## config.mk

```make
export PLATFORM = sky130hd
export DESIGN_NAME = csm_mode_ctrl
export DESIGN_NICKNAME = d
export VERILOG_FILES = /design/src/verilog/csm_pkg.sv /design/src/verilog/csm_mode_ctrl.sv /design/src/verilog/csm_accept_mem.sv /design/src/verilog/csm_resync.sv
export SDC_FILE = /design/constraint.sdc
export NUM_CORES = 1
export LEC_CHECK = 0
export BUFFER_PORTS_ARGS = -buffer_cell sky130_fd_sc_hd__buf_2
export CAP_MARGIN = 15
export CORE_AREA = 2 2 156 127
export DETAILED_ROUTE_END_ITERATION = 16
export DIE_AREA = 0 0 158 129
export PLACE_DENSITY = 0.78
export SLEW_MARGIN = 25
export SYNTH_ARGS = -nofsm -noshare
export SYNTH_HDL_FRONTEND = slang
export SYNTH_SLANG_ARGS = --single-unit
export TNS_END_PERCENT = 100
```

## constraint.sdc

```tcl
create_clock -name clock -period 3.1 [get_ports clock]
set_input_delay 0 -clock clock [delete_from_list [all_inputs] [get_ports clock]]
set_output_delay 0 -clock clock [all_outputs]
set_load 0.05 [all_outputs]
```

## src/verilog/csm_pkg.sv

```systemverilog
/*
 * Shared constants for the CAN mode-request control block: register byte
 * offsets, field positions, reset values and bus-resync counts.
 * Assumes an APB slave with 32-bit data and one register per aligned word.
 */
package csm_pkg;
	// ==========================================================
	// Register byte offsets
	localparam logic [7:0] OFF_CTL0 = 8'h00;
	localparam logic [7:0] OFF_CTL1 = 8'h04;
	localparam logic [7:0] OFF_BTR0 = 8'h08;
	localparam logic [7:0] OFF_BTR1 = 8'h0C;
	localparam logic [7:0] OFF_RFLG = 8'h10;
	localparam logic [7:0] OFF_RIER = 8'h14;
	localparam logic [7:0] OFF_TFLG = 8'h18;
	localparam logic [7:0] OFF_TIER = 8'h1C;
	localparam logic [7:0] OFF_TARQ = 8'h20;
	localparam logic [7:0] OFF_TAK = 8'h24;
	localparam logic [7:0] OFF_TBSEL = 8'h28;
	localparam logic [7:0] OFF_IDAC = 8'h2C;
	// Acceptance code at 0x40..0x5C, mask at 0x60..0x7C
	localparam logic [7:0] OFF_ACC_BASE = 8'h40;
	// ==========================================================
	// Control 0 field positions
	localparam int C0_FRAME = 7;
	localparam int C0_RXACT = 6;
	localparam int C0_SWAIT = 5;
	localparam int C0_SYNCH = 4;
	localparam int C0_TIME = 3;
	localparam int C0_WAKE_EN = 2;
	localparam int C0_SLEEP_RQ = 1;
	localparam int C0_INIT_RQ = 0;
	// Control 1 and receiver flag positions
	localparam int C1_LOOPB = 5;
	localparam int RF_WAKE = 7;
	localparam int RF_RXF = 0;
	// ==========================================================
	// Reset values
	localparam logic [5:0] RST_CTL1_CFG = 6'h00;
	localparam logic [7:0] RST_BYTE = 8'h00;
	localparam logic [2:0] RST_TFLG = 3'h7;
	localparam logic [2:0] RST_TBUF = 3'h0;
	// ==========================================================
	// Resync counts and bit timing
	localparam int RECESSIVE_RUN = 11;
	localparam int BUSOFF_RUNS = 128;
	localparam int TQ_PER_BIT = 10;
endpackage

```

## src/verilog/csm_mode_ctrl.sv

```systemverilog
/*
 * Sleep and initialization mode-request control of a CAN controller, with
 * its APB register file, resync counter and acceptance-filter storage.
 * Assumes the protocol engine supplies tx_bit, receive status and events,
 * and the processor power state arrives as cpu_stop and cpu_wait levels.
 */
`timescale 1ns/100ps
module csm_mode_ctrl #(
	parameter int ADDR_W = 8,
	parameter int TQ_PER_BIT = csm_pkg::TQ_PER_BIT
) (
	input wire logic clock,
	input wire logic rstn,
	input wire logic psel,
	input wire logic penable,
	input wire logic pwrite,
	input wire logic [ADDR_W-1:0] paddr,
	input wire logic [31:0] pwdata,
	input wire logic [3:0] pstrb,
	output logic [31:0] prdata,
	output logic pready,
	output logic pslverr,
	input wire logic bus_rx_pin,
	output logic bus_tx_pin,
	input wire logic tx_bit,
	input wire logic rx_active,
	input wire logic frame_received,
	input wire logic [2:0] tx_done,
	input wire logic [2:0] tx_aborted,
	input wire logic bus_off,
	input wire logic [1:0] tx_status,
	input wire logic [1:0] rx_status,
	input wire logic cpu_stop,
	input wire logic cpu_wait,
	output logic abort_pulse,
	output logic init_active,
	output logic sleep_active,
	output logic [7:0] mode_ctl1,
	output logic [7:0] bus_timing_0,
	output logic [7:0] bus_timing_1,
	output logic [7:0] acceptance_control,
	output logic [2:0] transmit_abort_request,
	output logic [2:0] transmit_buffer_select
);
	// ==========================================================
	// Bus decode
	function automatic logic hit(input logic [ADDR_W-1:0] a, input logic [7:0] off);
		hit = (a == ADDR_W'(off));
	endfunction

	logic acc, wr;
	logic w_ctl0, w_ctl1, w_btr0, w_btr1, w_rflg, w_rier, w_tflg, w_tier;
	logic w_tarq, w_tbsel, w_idac, in_mem, mapped;
	logic [7:0] wd, rd8;
	logic [7:0] mem_rd;

	assign acc = psel && penable;
	assign wr = acc && pwrite && pstrb[0];
	assign wd = pwdata[7:0];
	assign in_mem = paddr[6] && (paddr[1:0] == 2'b00) && (paddr < ADDR_W'(8'h80));
	assign w_ctl0 = wr && hit(paddr, csm_pkg::OFF_CTL0);
	assign w_ctl1 = wr && hit(paddr, csm_pkg::OFF_CTL1);
	assign w_btr0 = wr && hit(paddr, csm_pkg::OFF_BTR0);
	assign w_btr1 = wr && hit(paddr, csm_pkg::OFF_BTR1);
	assign w_rflg = wr && hit(paddr, csm_pkg::OFF_RFLG);
	assign w_rier = wr && hit(paddr, csm_pkg::OFF_RIER);
	assign w_tflg = wr && hit(paddr, csm_pkg::OFF_TFLG);
	assign w_tier = wr && hit(paddr, csm_pkg::OFF_TIER);
	assign w_tarq = wr && hit(paddr, csm_pkg::OFF_TARQ);
	assign w_tbsel = wr && hit(paddr, csm_pkg::OFF_TBSEL);
	assign w_idac = wr && hit(paddr, csm_pkg::OFF_IDAC);
	assign mapped = in_mem || ((paddr[1:0] == 2'b00) && (paddr <= ADDR_W'(csm_pkg::OFF_IDAC)));
	assign pready = 1'b1;
	assign pslverr = acc && !mapped;

	// ==========================================================
	// Mode state
	logic init_request, init_acknowledge, sleep_request, sleep_acknowledge;
	logic wake_enable, stop_in_wait, timer_en, synch, received_frame_flag;
	logic wake_interrupt_flag, rx_full_flag;
	logic [7:0] receiver_irq_enables;
	logic [2:0] transmit_flags, transmit_irq_enables, transmit_abort_ack;
	logic tx_empty, wake_event, normal_mode, resync_start, resync_done, resync_busy;
	logic [11:0] bit_cycles;
	logic [5:0] ctl1_cfg;

	assign init_active = init_request && init_acknowledge;
	assign sleep_active = sleep_request && sleep_acknowledge;
	assign tx_empty = &transmit_flags;
	// Any dominant level wakes while wake_enable is set; low-pass wake filtering is not modelled
	assign wake_event = sleep_active && wake_enable && !bus_rx_pin;
	assign abort_pulse = init_request && !init_acknowledge;
	assign resync_start = !init_request && init_acknowledge;
	assign normal_mode = !init_active && !sleep_active && synch && !mode_ctl1[csm_pkg::C1_LOOPB];

	// Init request and its acknowledge
	always_ff @(posedge clock or negedge rstn) begin
		if (!rstn) begin
			init_request <= 1'b1;
			init_acknowledge <= 1'b1;
		end else begin
			if (w_ctl0 && wd[csm_pkg::C0_INIT_RQ]) begin
				init_request <= 1'b1;
			end else if (w_ctl0 && init_active) begin
				init_request <= 1'b0;
			end
			if (abort_pulse) begin
				init_acknowledge <= 1'b1;
			end else if (resync_start) begin
				init_acknowledge <= 1'b0;
			end
		end
	end

	// Sleep request and its acknowledge; wake takes priority over a write
	always_ff @(posedge clock or negedge rstn) begin
		if (!rstn) begin
			sleep_request <= 1'b0;
			sleep_acknowledge <= 1'b0;
		end else begin
			if (wake_event) begin
				sleep_request <= 1'b0;
			end else if (w_ctl0 && !init_active) begin
				if (wd[csm_pkg::C0_SLEEP_RQ] && !wake_interrupt_flag) begin
					sleep_request <= 1'b1;
				end else if (!wd[csm_pkg::C0_SLEEP_RQ] && sleep_active) begin
					sleep_request <= 1'b0;
				end
			end
			if (!sleep_request || wake_event) begin
				sleep_acknowledge <= 1'b0;
			end else if (!rx_active && tx_empty) begin
				sleep_acknowledge <= 1'b1;
			end
		end
	end

	// Remaining control 0 bits; all but wake_enable held in reset during init
	always_ff @(posedge clock or negedge rstn) begin
		if (!rstn) begin
			wake_enable <= 1'b0;
			stop_in_wait <= 1'b0;
			timer_en <= 1'b0;
			received_frame_flag <= 1'b0;
		end else if (init_active) begin
			stop_in_wait <= 1'b0;
			timer_en <= 1'b0;
			received_frame_flag <= 1'b0;
		end else begin
			if (w_ctl0) begin
				wake_enable <= wd[csm_pkg::C0_WAKE_EN];
				stop_in_wait <= wd[csm_pkg::C0_SWAIT];
				timer_en <= wd[csm_pkg::C0_TIME];
			end
			if (frame_received && normal_mode) begin
				received_frame_flag <= 1'b1;
			end else if (w_ctl0 && wd[csm_pkg::C0_FRAME]) begin
				received_frame_flag <= 1'b0;
			end
		end
	end

	// Synchronization drops on init request, returns after resync
	always_ff @(posedge clock or negedge rstn) begin
		if (!rstn) begin
			synch <= 1'b0;
		end else if (init_request) begin
			synch <= 1'b0;
		end else if (resync_done) begin
			synch <= 1'b1;
		end
	end

	assign bit_cycles = 12'((bus_timing_0[5:0] + 12'h001) * 12'(TQ_PER_BIT));

	csm_resync u_resync (
		.clock(clock),
		.rstn(rstn),
		.start(resync_start),
		.bus_off(bus_off),
		.bit_cycles(bit_cycles),
		.bus_rx_pin(bus_rx_pin),
		.busy(resync_busy),
		.done(resync_done)
	);

	// ==========================================================
	// Configuration writable only in init
	always_ff @(posedge clock or negedge rstn) begin
		if (!rstn) begin
			ctl1_cfg <= csm_pkg::RST_CTL1_CFG;
			bus_timing_0 <= csm_pkg::RST_BYTE;
			bus_timing_1 <= csm_pkg::RST_BYTE;
			acceptance_control <= csm_pkg::RST_BYTE;
		end else if (init_active) begin
			if (w_ctl1) ctl1_cfg <= wd[7:2];
			if (w_btr0) bus_timing_0 <= wd;
			if (w_btr1) bus_timing_1 <= wd;
			if (w_idac) acceptance_control <= wd;
		end
	end
	assign mode_ctl1 = {ctl1_cfg, sleep_acknowledge, init_acknowledge};

	csm_accept_mem #(
		.DEPTH(16),
		.WIDTH(8)
	) u_accept (
		.clock(clock),
		.rstn(rstn),
		.wr_en(wr && in_mem && init_active),
		.wr_idx(paddr[5:2]),
		.wr_data(wd),
		.rd_idx(paddr[5:2]),
		.rd_data(mem_rd)
	);

	// ==========================================================
	// Flag and enable registers reset on init entry
	always_ff @(posedge clock or negedge rstn) begin
		if (!rstn) begin
			wake_interrupt_flag <= 1'b0;
			rx_full_flag <= 1'b0;
		end else if (init_active) begin
			wake_interrupt_flag <= 1'b0;
			rx_full_flag <= 1'b0;
		end else begin
			if (wake_event) begin
				wake_interrupt_flag <= 1'b1;
			end else if (w_rflg && wd[csm_pkg::RF_WAKE]) begin
				wake_interrupt_flag <= 1'b0;
			end
			if (frame_received && normal_mode) begin
				rx_full_flag <= 1'b1;
			end else if (w_rflg && wd[csm_pkg::RF_RXF]) begin
				rx_full_flag <= 1'b0;
			end
		end
	end

	always_ff @(posedge clock or negedge rstn) begin
		if (!rstn) begin
			receiver_irq_enables <= csm_pkg::RST_BYTE;
			transmit_flags <= csm_pkg::RST_TFLG;
			transmit_irq_enables <= csm_pkg::RST_TBUF;
			transmit_abort_request <= csm_pkg::RST_TBUF;
			transmit_abort_ack <= csm_pkg::RST_TBUF;
			transmit_buffer_select <= csm_pkg::RST_TBUF;
		end else if (init_active) begin
			receiver_irq_enables <= csm_pkg::RST_BYTE;
			transmit_flags <= csm_pkg::RST_TFLG;
			transmit_irq_enables <= csm_pkg::RST_TBUF;
			transmit_abort_request <= csm_pkg::RST_TBUF;
			transmit_abort_ack <= csm_pkg::RST_TBUF;
			transmit_buffer_select <= csm_pkg::RST_TBUF;
		end else begin
			if (w_rier) receiver_irq_enables <= wd;
			if (w_tier) transmit_irq_enables <= wd[2:0];
			if (w_tbsel) transmit_buffer_select <= wd[2:0];
			// Completion sets win over a software clear
			transmit_flags <= (transmit_flags & ~(w_tflg ? wd[2:0] : 3'h0)) | tx_done;
			transmit_abort_ack <= (transmit_abort_ack & ~(w_tarq ? ~wd[2:0] : 3'h0))
				| tx_aborted;
			transmit_abort_request <= ((w_tarq ? wd[2:0] : transmit_abort_request)
				& ~transmit_flags) & ~tx_done & ~tx_aborted;
		end
	end

	// ==========================================================
	// Transmit pin: recessive (1) forced so the protocol is never violated
	assign bus_tx_pin = init_request || cpu_stop || (cpu_wait && stop_in_wait)
		|| tx_bit;

	// ==========================================================
	// Read mux; status fields are live and untouched by init
	always_comb begin
		rd8 = 8'h00;
		if (in_mem) begin
			rd8 = mem_rd;
		end else begin
			case (paddr[5:2])
				4'h0: rd8 = {received_frame_flag, rx_active, stop_in_wait, synch,
					timer_en, wake_enable, sleep_request, init_request};
				4'h1: rd8 = mode_ctl1;
				4'h2: rd8 = bus_timing_0;
				4'h3: rd8 = bus_timing_1;
				4'h4: rd8 = {wake_interrupt_flag, 1'b0, rx_status, tx_status, 1'b0,
					rx_full_flag};
				4'h5: rd8 = receiver_irq_enables;
				4'h6: rd8 = {5'h00, transmit_flags};
				4'h7: rd8 = {5'h00, transmit_irq_enables};
				4'h8: rd8 = {5'h00, transmit_abort_request};
				4'h9: rd8 = {5'h00, transmit_abort_ack};
				4'hA: rd8 = {5'h00, transmit_buffer_select};
				4'hB: rd8 = acceptance_control;
				default: rd8 = 8'h00;
			endcase
		end
	end
	assign prdata = (acc && !pwrite && mapped) ? {24'h000000, rd8} : 32'h00000000;
endmodule

```

## src/verilog/csm_accept_mem.sv

```systemverilog
/*
 * Small byte memory holding the acceptance code and mask registers.
 * Assumes one write and one read port on the same clock; read data registered.
 */
`timescale 1ns/100ps
module csm_accept_mem #(
	parameter int DEPTH = 16,
	parameter int WIDTH = 8
) (
	input wire logic clock,
	input wire logic rstn,
	input wire logic wr_en,
	input wire logic [$clog2(DEPTH)-1:0] wr_idx,
	input wire logic [WIDTH-1:0] wr_data,
	input wire logic [$clog2(DEPTH)-1:0] rd_idx,
	output logic [WIDTH-1:0] rd_data
);
	logic [WIDTH-1:0] mem [DEPTH];

	always_ff @(posedge clock) begin
		if (wr_en) begin
			mem[wr_idx] <= wr_data;
		end
	end

	always_ff @(posedge clock or negedge rstn) begin
		if (!rstn) begin
			rd_data <= '0;
		end else begin
			rd_data <= mem[rd_idx];
		end
	end
endmodule

```

## src/verilog/csm_resync.sv

```systemverilog
/*
 * Bus resync counter: counts consecutive recessive bits after leaving init.
 * Assumes the receive pin is synchronous to clock; a bit lasts bit_cycles clocks.
 */
`timescale 1ns/100ps
module csm_resync (
	input wire logic clock,
	input wire logic rstn,
	input wire logic start,
	input wire logic bus_off,
	input wire logic [11:0] bit_cycles,
	input wire logic bus_rx_pin,
	output logic busy,
	output logic done
);
	localparam logic [3:0] RUN_LAST = 4'(csm_pkg::RECESSIVE_RUN - 1);
	localparam logic [7:0] RUNS_LAST = 8'(csm_pkg::BUSOFF_RUNS - 1);
	logic [11:0] div;
	logic [3:0] run;
	logic [7:0] runs;
	logic [7:0] runs_last;
	logic tick;

	// ==========================================================
	// Bit-rate enable
	assign tick = busy && (div == 12'h001);
	always_ff @(posedge clock or negedge rstn) begin
		if (!rstn) begin
			div <= 12'h001;
		end else if (start || tick) begin
			div <= bit_cycles;
		end else if (busy) begin
			div <= div - 12'h001;
		end
	end

	// ==========================================================
	// Recessive run counting
	always_ff @(posedge clock or negedge rstn) begin
		if (!rstn) begin
			busy <= 1'b0;
			done <= 1'b0;
			run <= 4'h0;
			runs <= 8'h00;
			runs_last <= 8'h00;
		end else begin
			done <= 1'b0;
			if (start) begin
				busy <= 1'b1;
				run <= 4'h0;
				runs <= 8'h00;
				runs_last <= bus_off ? RUNS_LAST : 8'h00;
			end else if (tick) begin
				if (!bus_rx_pin) begin
					run <= 4'h0;
				end else if (run != RUN_LAST) begin
					run <= run + 4'h1;
				end else begin
					run <= 4'h0;
					if (runs == runs_last) begin
						busy <= 1'b0;
						done <= 1'b1;
					end else begin
						runs <= runs + 8'h01;
					end
				end
			end
		end
	end
endmodule

```

==> out/metrics.cfg <==
[timing]
tightest_slew_ps = 949
finalCriticalPeriod_ps = 2730
final-hold-violation-count = 0
fin_skew_ps = 11.4
setup_tns_ps = 0
grt_setup_unrepaired = no
fmax_mhz = 366
finalCritPeriodShare_pct = 88.2
drv_slew = 0
setup_viol = 0
slew_headroom_pct = 36.7

[synth]
yosys_warnings = 0
yosysTopAreaCell = edfxtp_1
synth_edf_count = 128
syn_inst = 801
syn_area_mm2 = 0.0108
synth_top_area_share_pct = 35.7
post_synth.cell_area_avg_um2 = 13.4
synth-main-ff-cell = edfxtp_1
ys_types = 73
yosysSeqAreaShare_pct = 58.8
synth_seq_cells = 227
async_flop_share_pct = 43.6
synth.area.top_cells = edfxtp_1, dfrtp_1, mux4_2

[finish]
final_cells = 1195
antenna_cells = 0
drive_gt1_share_pct = 27.5
multi_input_area_mm2 = 0.00407
area_delta_synth_final_pct = 15.6
final_util_pct = 66.2
fillers = 1363
final_nets = 1004
seqCellArea_mm2 = 0.00633
fin_area_mm2 = 0.0125

[cts]
cts_made_buffers = 23
cts.sinks = 227
cts-htree-levels = 1
ctsResizeCount = 0
clock_path_buffers = 3
cts-root-buf = clkbuf_16
worstSkewPairLatency_ps = 530
cts_tree = built
clkTransAtPathRegs_ps = 70

[critical_path]
slowest_delay_ps = 450
crit_path_end_kind = flip-flop
crit_type = flip-flop to flip-flop
crit_chain = nand3_1 > xor2_1 > inv_1 > ha_1 > ha_1 > inv_1 > fa_1 > inv_1 > a21o_1 > a21oi_1 > maj3_1 > o31ai_1
cp.arrival_ps = 3170
critPathBufInv = 3
critPathMaxFanout = 7
slowest_stage = dfrtp_1
cp-start-kind = flip-flop
cpMostUsedCell = inv_1
cp.required_ps = 3530
critPathTopFamily = adder cells

[outcome]
status = finished, final reports clean

[drt]
wl_mm = 26.8
viasPerCell = 6.12
detail_route.first_pass.iterations = 5
drtIter0Drc = 1014
drc = 0
antenna_left = 0
routedWlPerCell_um = 22.5
vias = 7316

[floorplanning]
die_w_um = 158
initial_core_util_pct = 57.3
die_area_mm2 = 0.0204
ioPinCount = 142
coreArea_mm2 = 0.0188
row_count = 45
die_y_um = 129

[power_and_ir_drop]
fin_total_pwr_mw = 6.64
p_leak_nw = 5.15
worst_ir_drop_vdd_mv = 0.487
pwr_density_cell_mw_per_mm2 = 533

[global_routing]
grt_first_pass_wirelength_mm = 41.2
overflow = 0
grt_max_degree = 57
first_global_vias = 7001
grt_use_total_pct = 27.1
antenna_found_initial = 0

[placed_design]
finalWeightedCongestion = 0.922
placed_cells = 1136
portBuffers = 89
placed_cell_area_mm2 = 0.0115
hpwlAfterDp_mm = 18.0

[hold_path]
hold_path_class = input pin to asynchronous set/reset pin

[run]
drv_cap = 0

-- state kept, by name, indices dropped and copies added, names as in the netlist, 4 cells and up --
name,count
u_resync.run,4
u_resync.div,12
acceptance_control,8
u_resync.runs,8
ctl1_cfg,6
u_accept.mem,128
bus_timing_0,8
receiver_irq_enables,8
bus_timing_1,8
u_accept.rd_data,8
-- per-layer routing --
| layer | GRT usage, % | vias up | wire (µm) |
|---|---|---|---|
| li1 | - | 3216 | - |
| met1 | 41.7 | 3624 | 11400 |
| met2 | 39.7 | 421 | 12000 |
| met3 | 5.52 | 55 | 2770 |
| met4 | 7.79 | 0 | 688 |
| met5 | 0 | - | 0 |
-- worst paths after layout --
path,start,endpoint,slack [ps],depth (start not counted)
setup / recovery,bus_timing_0[2],u_resync.div[10],370,12
hold / removal,rstn,transmit_abort_request[1],20,2
setup reg to reg,bus_timing_0[2],u_resync.div[10],370,12
hold reg to reg,u_resync.run[3],u_resync.run[3],470,1
max in group asynchronous,rstn,transmit_flags[0],2360,3
min in group clock,pwdata[1],u_accept.mem[6][1],30,1
-- through the flow --
| stage | hold WS (ps) | setup slack (ps) |
|---|---|---|
| after floorplan | -296 | 161 |
| after global placement | 42.0 | 407 |
| after detailed placement | 40.4 | 337 |
| after CTS | 11.8 | 356 |
| after global routing | 24.3 | 145 |
| final | 17.6 | 366 |
-- layout make-up --
cell class              count  area share (%)
flip-flops and latches    227            50.8
repair buffers            142            7.23
inverters                  21           0.633
multi-input cells         505            32.6
clock inverters            15            1.27
clock buffers              27            4.82
well taps                 258            2.59
-- timing repair --
item,CTS,global route
hold buffers,17,0
setup buffers,0,0
hold endpoints to repair,215,0
-- cells in the mapped netlist (6+ instances only) --
cell / instances
buf_2: 8
nand2_1: 52
nor2b_1: 7
dfstp_2: 6
edfxtp_1: 128
nor2_1: 56
a211oi_1: 6
mux2_2: 36
o31ai_1: 12
o21ai_1: 11
clkbuf_1: 30
and3_1: 11
ha_1: 17
nor3_1: 9
buf_4: 27
a21oi_1: 30
nand3b_1: 8
dfrtp_1: 93
or4_1: 11
xnor2_1: 7
inv_1: 21
a22oi_1: 8
o21ai_0: 16
mux2i_1: 29
nand3_1: 20
mux4_2: 40
-- cell families after synthesis --
kind of cell             count (synthesis)  share of synthesized area (%)
XOR/XNOR                                13                           1.18
AO/OA/AOI/OAI                          121                           7.49
multiplexers                           107                           15.0
other                                    2                         0.0697
adder cells (fa/ha/maj)                 19                           2.25
flip-flops                             227                           58.8
AND/OR/NAND/NOR                        220                           10.9
buffers and inverters                   92                           4.31
-- power breakdown --
group	switching (mW)	internal, mW	total, mW
combinational	0.377	0.200	0.577
clock	1.20	1.58	2.78
sequential	0.0493	3.24	3.29
total	1.62	5.02	6.64
-- cells in the final DEF, fill, tap and decap left out, drive strengths merged, types with 11 or more instances in the layout --
cell,Yosys,final
clkbuf,30,27
ha,17,17
o31ai,12,12
nand2,52,52
buf,41,125
nor2,59,59
dlygate4sd3,0,17
or4,11,11
dfrtp,93,93
edfxtp,128,128
mux2,38,38
mux2i,29,29
and3,11,11
inv,21,23
a21oi,30,30
o21ai,27,27
nand3,20,20
mux4,40,40
conb,2,25
Note: power is estimated with default switching activity, not from simulation.
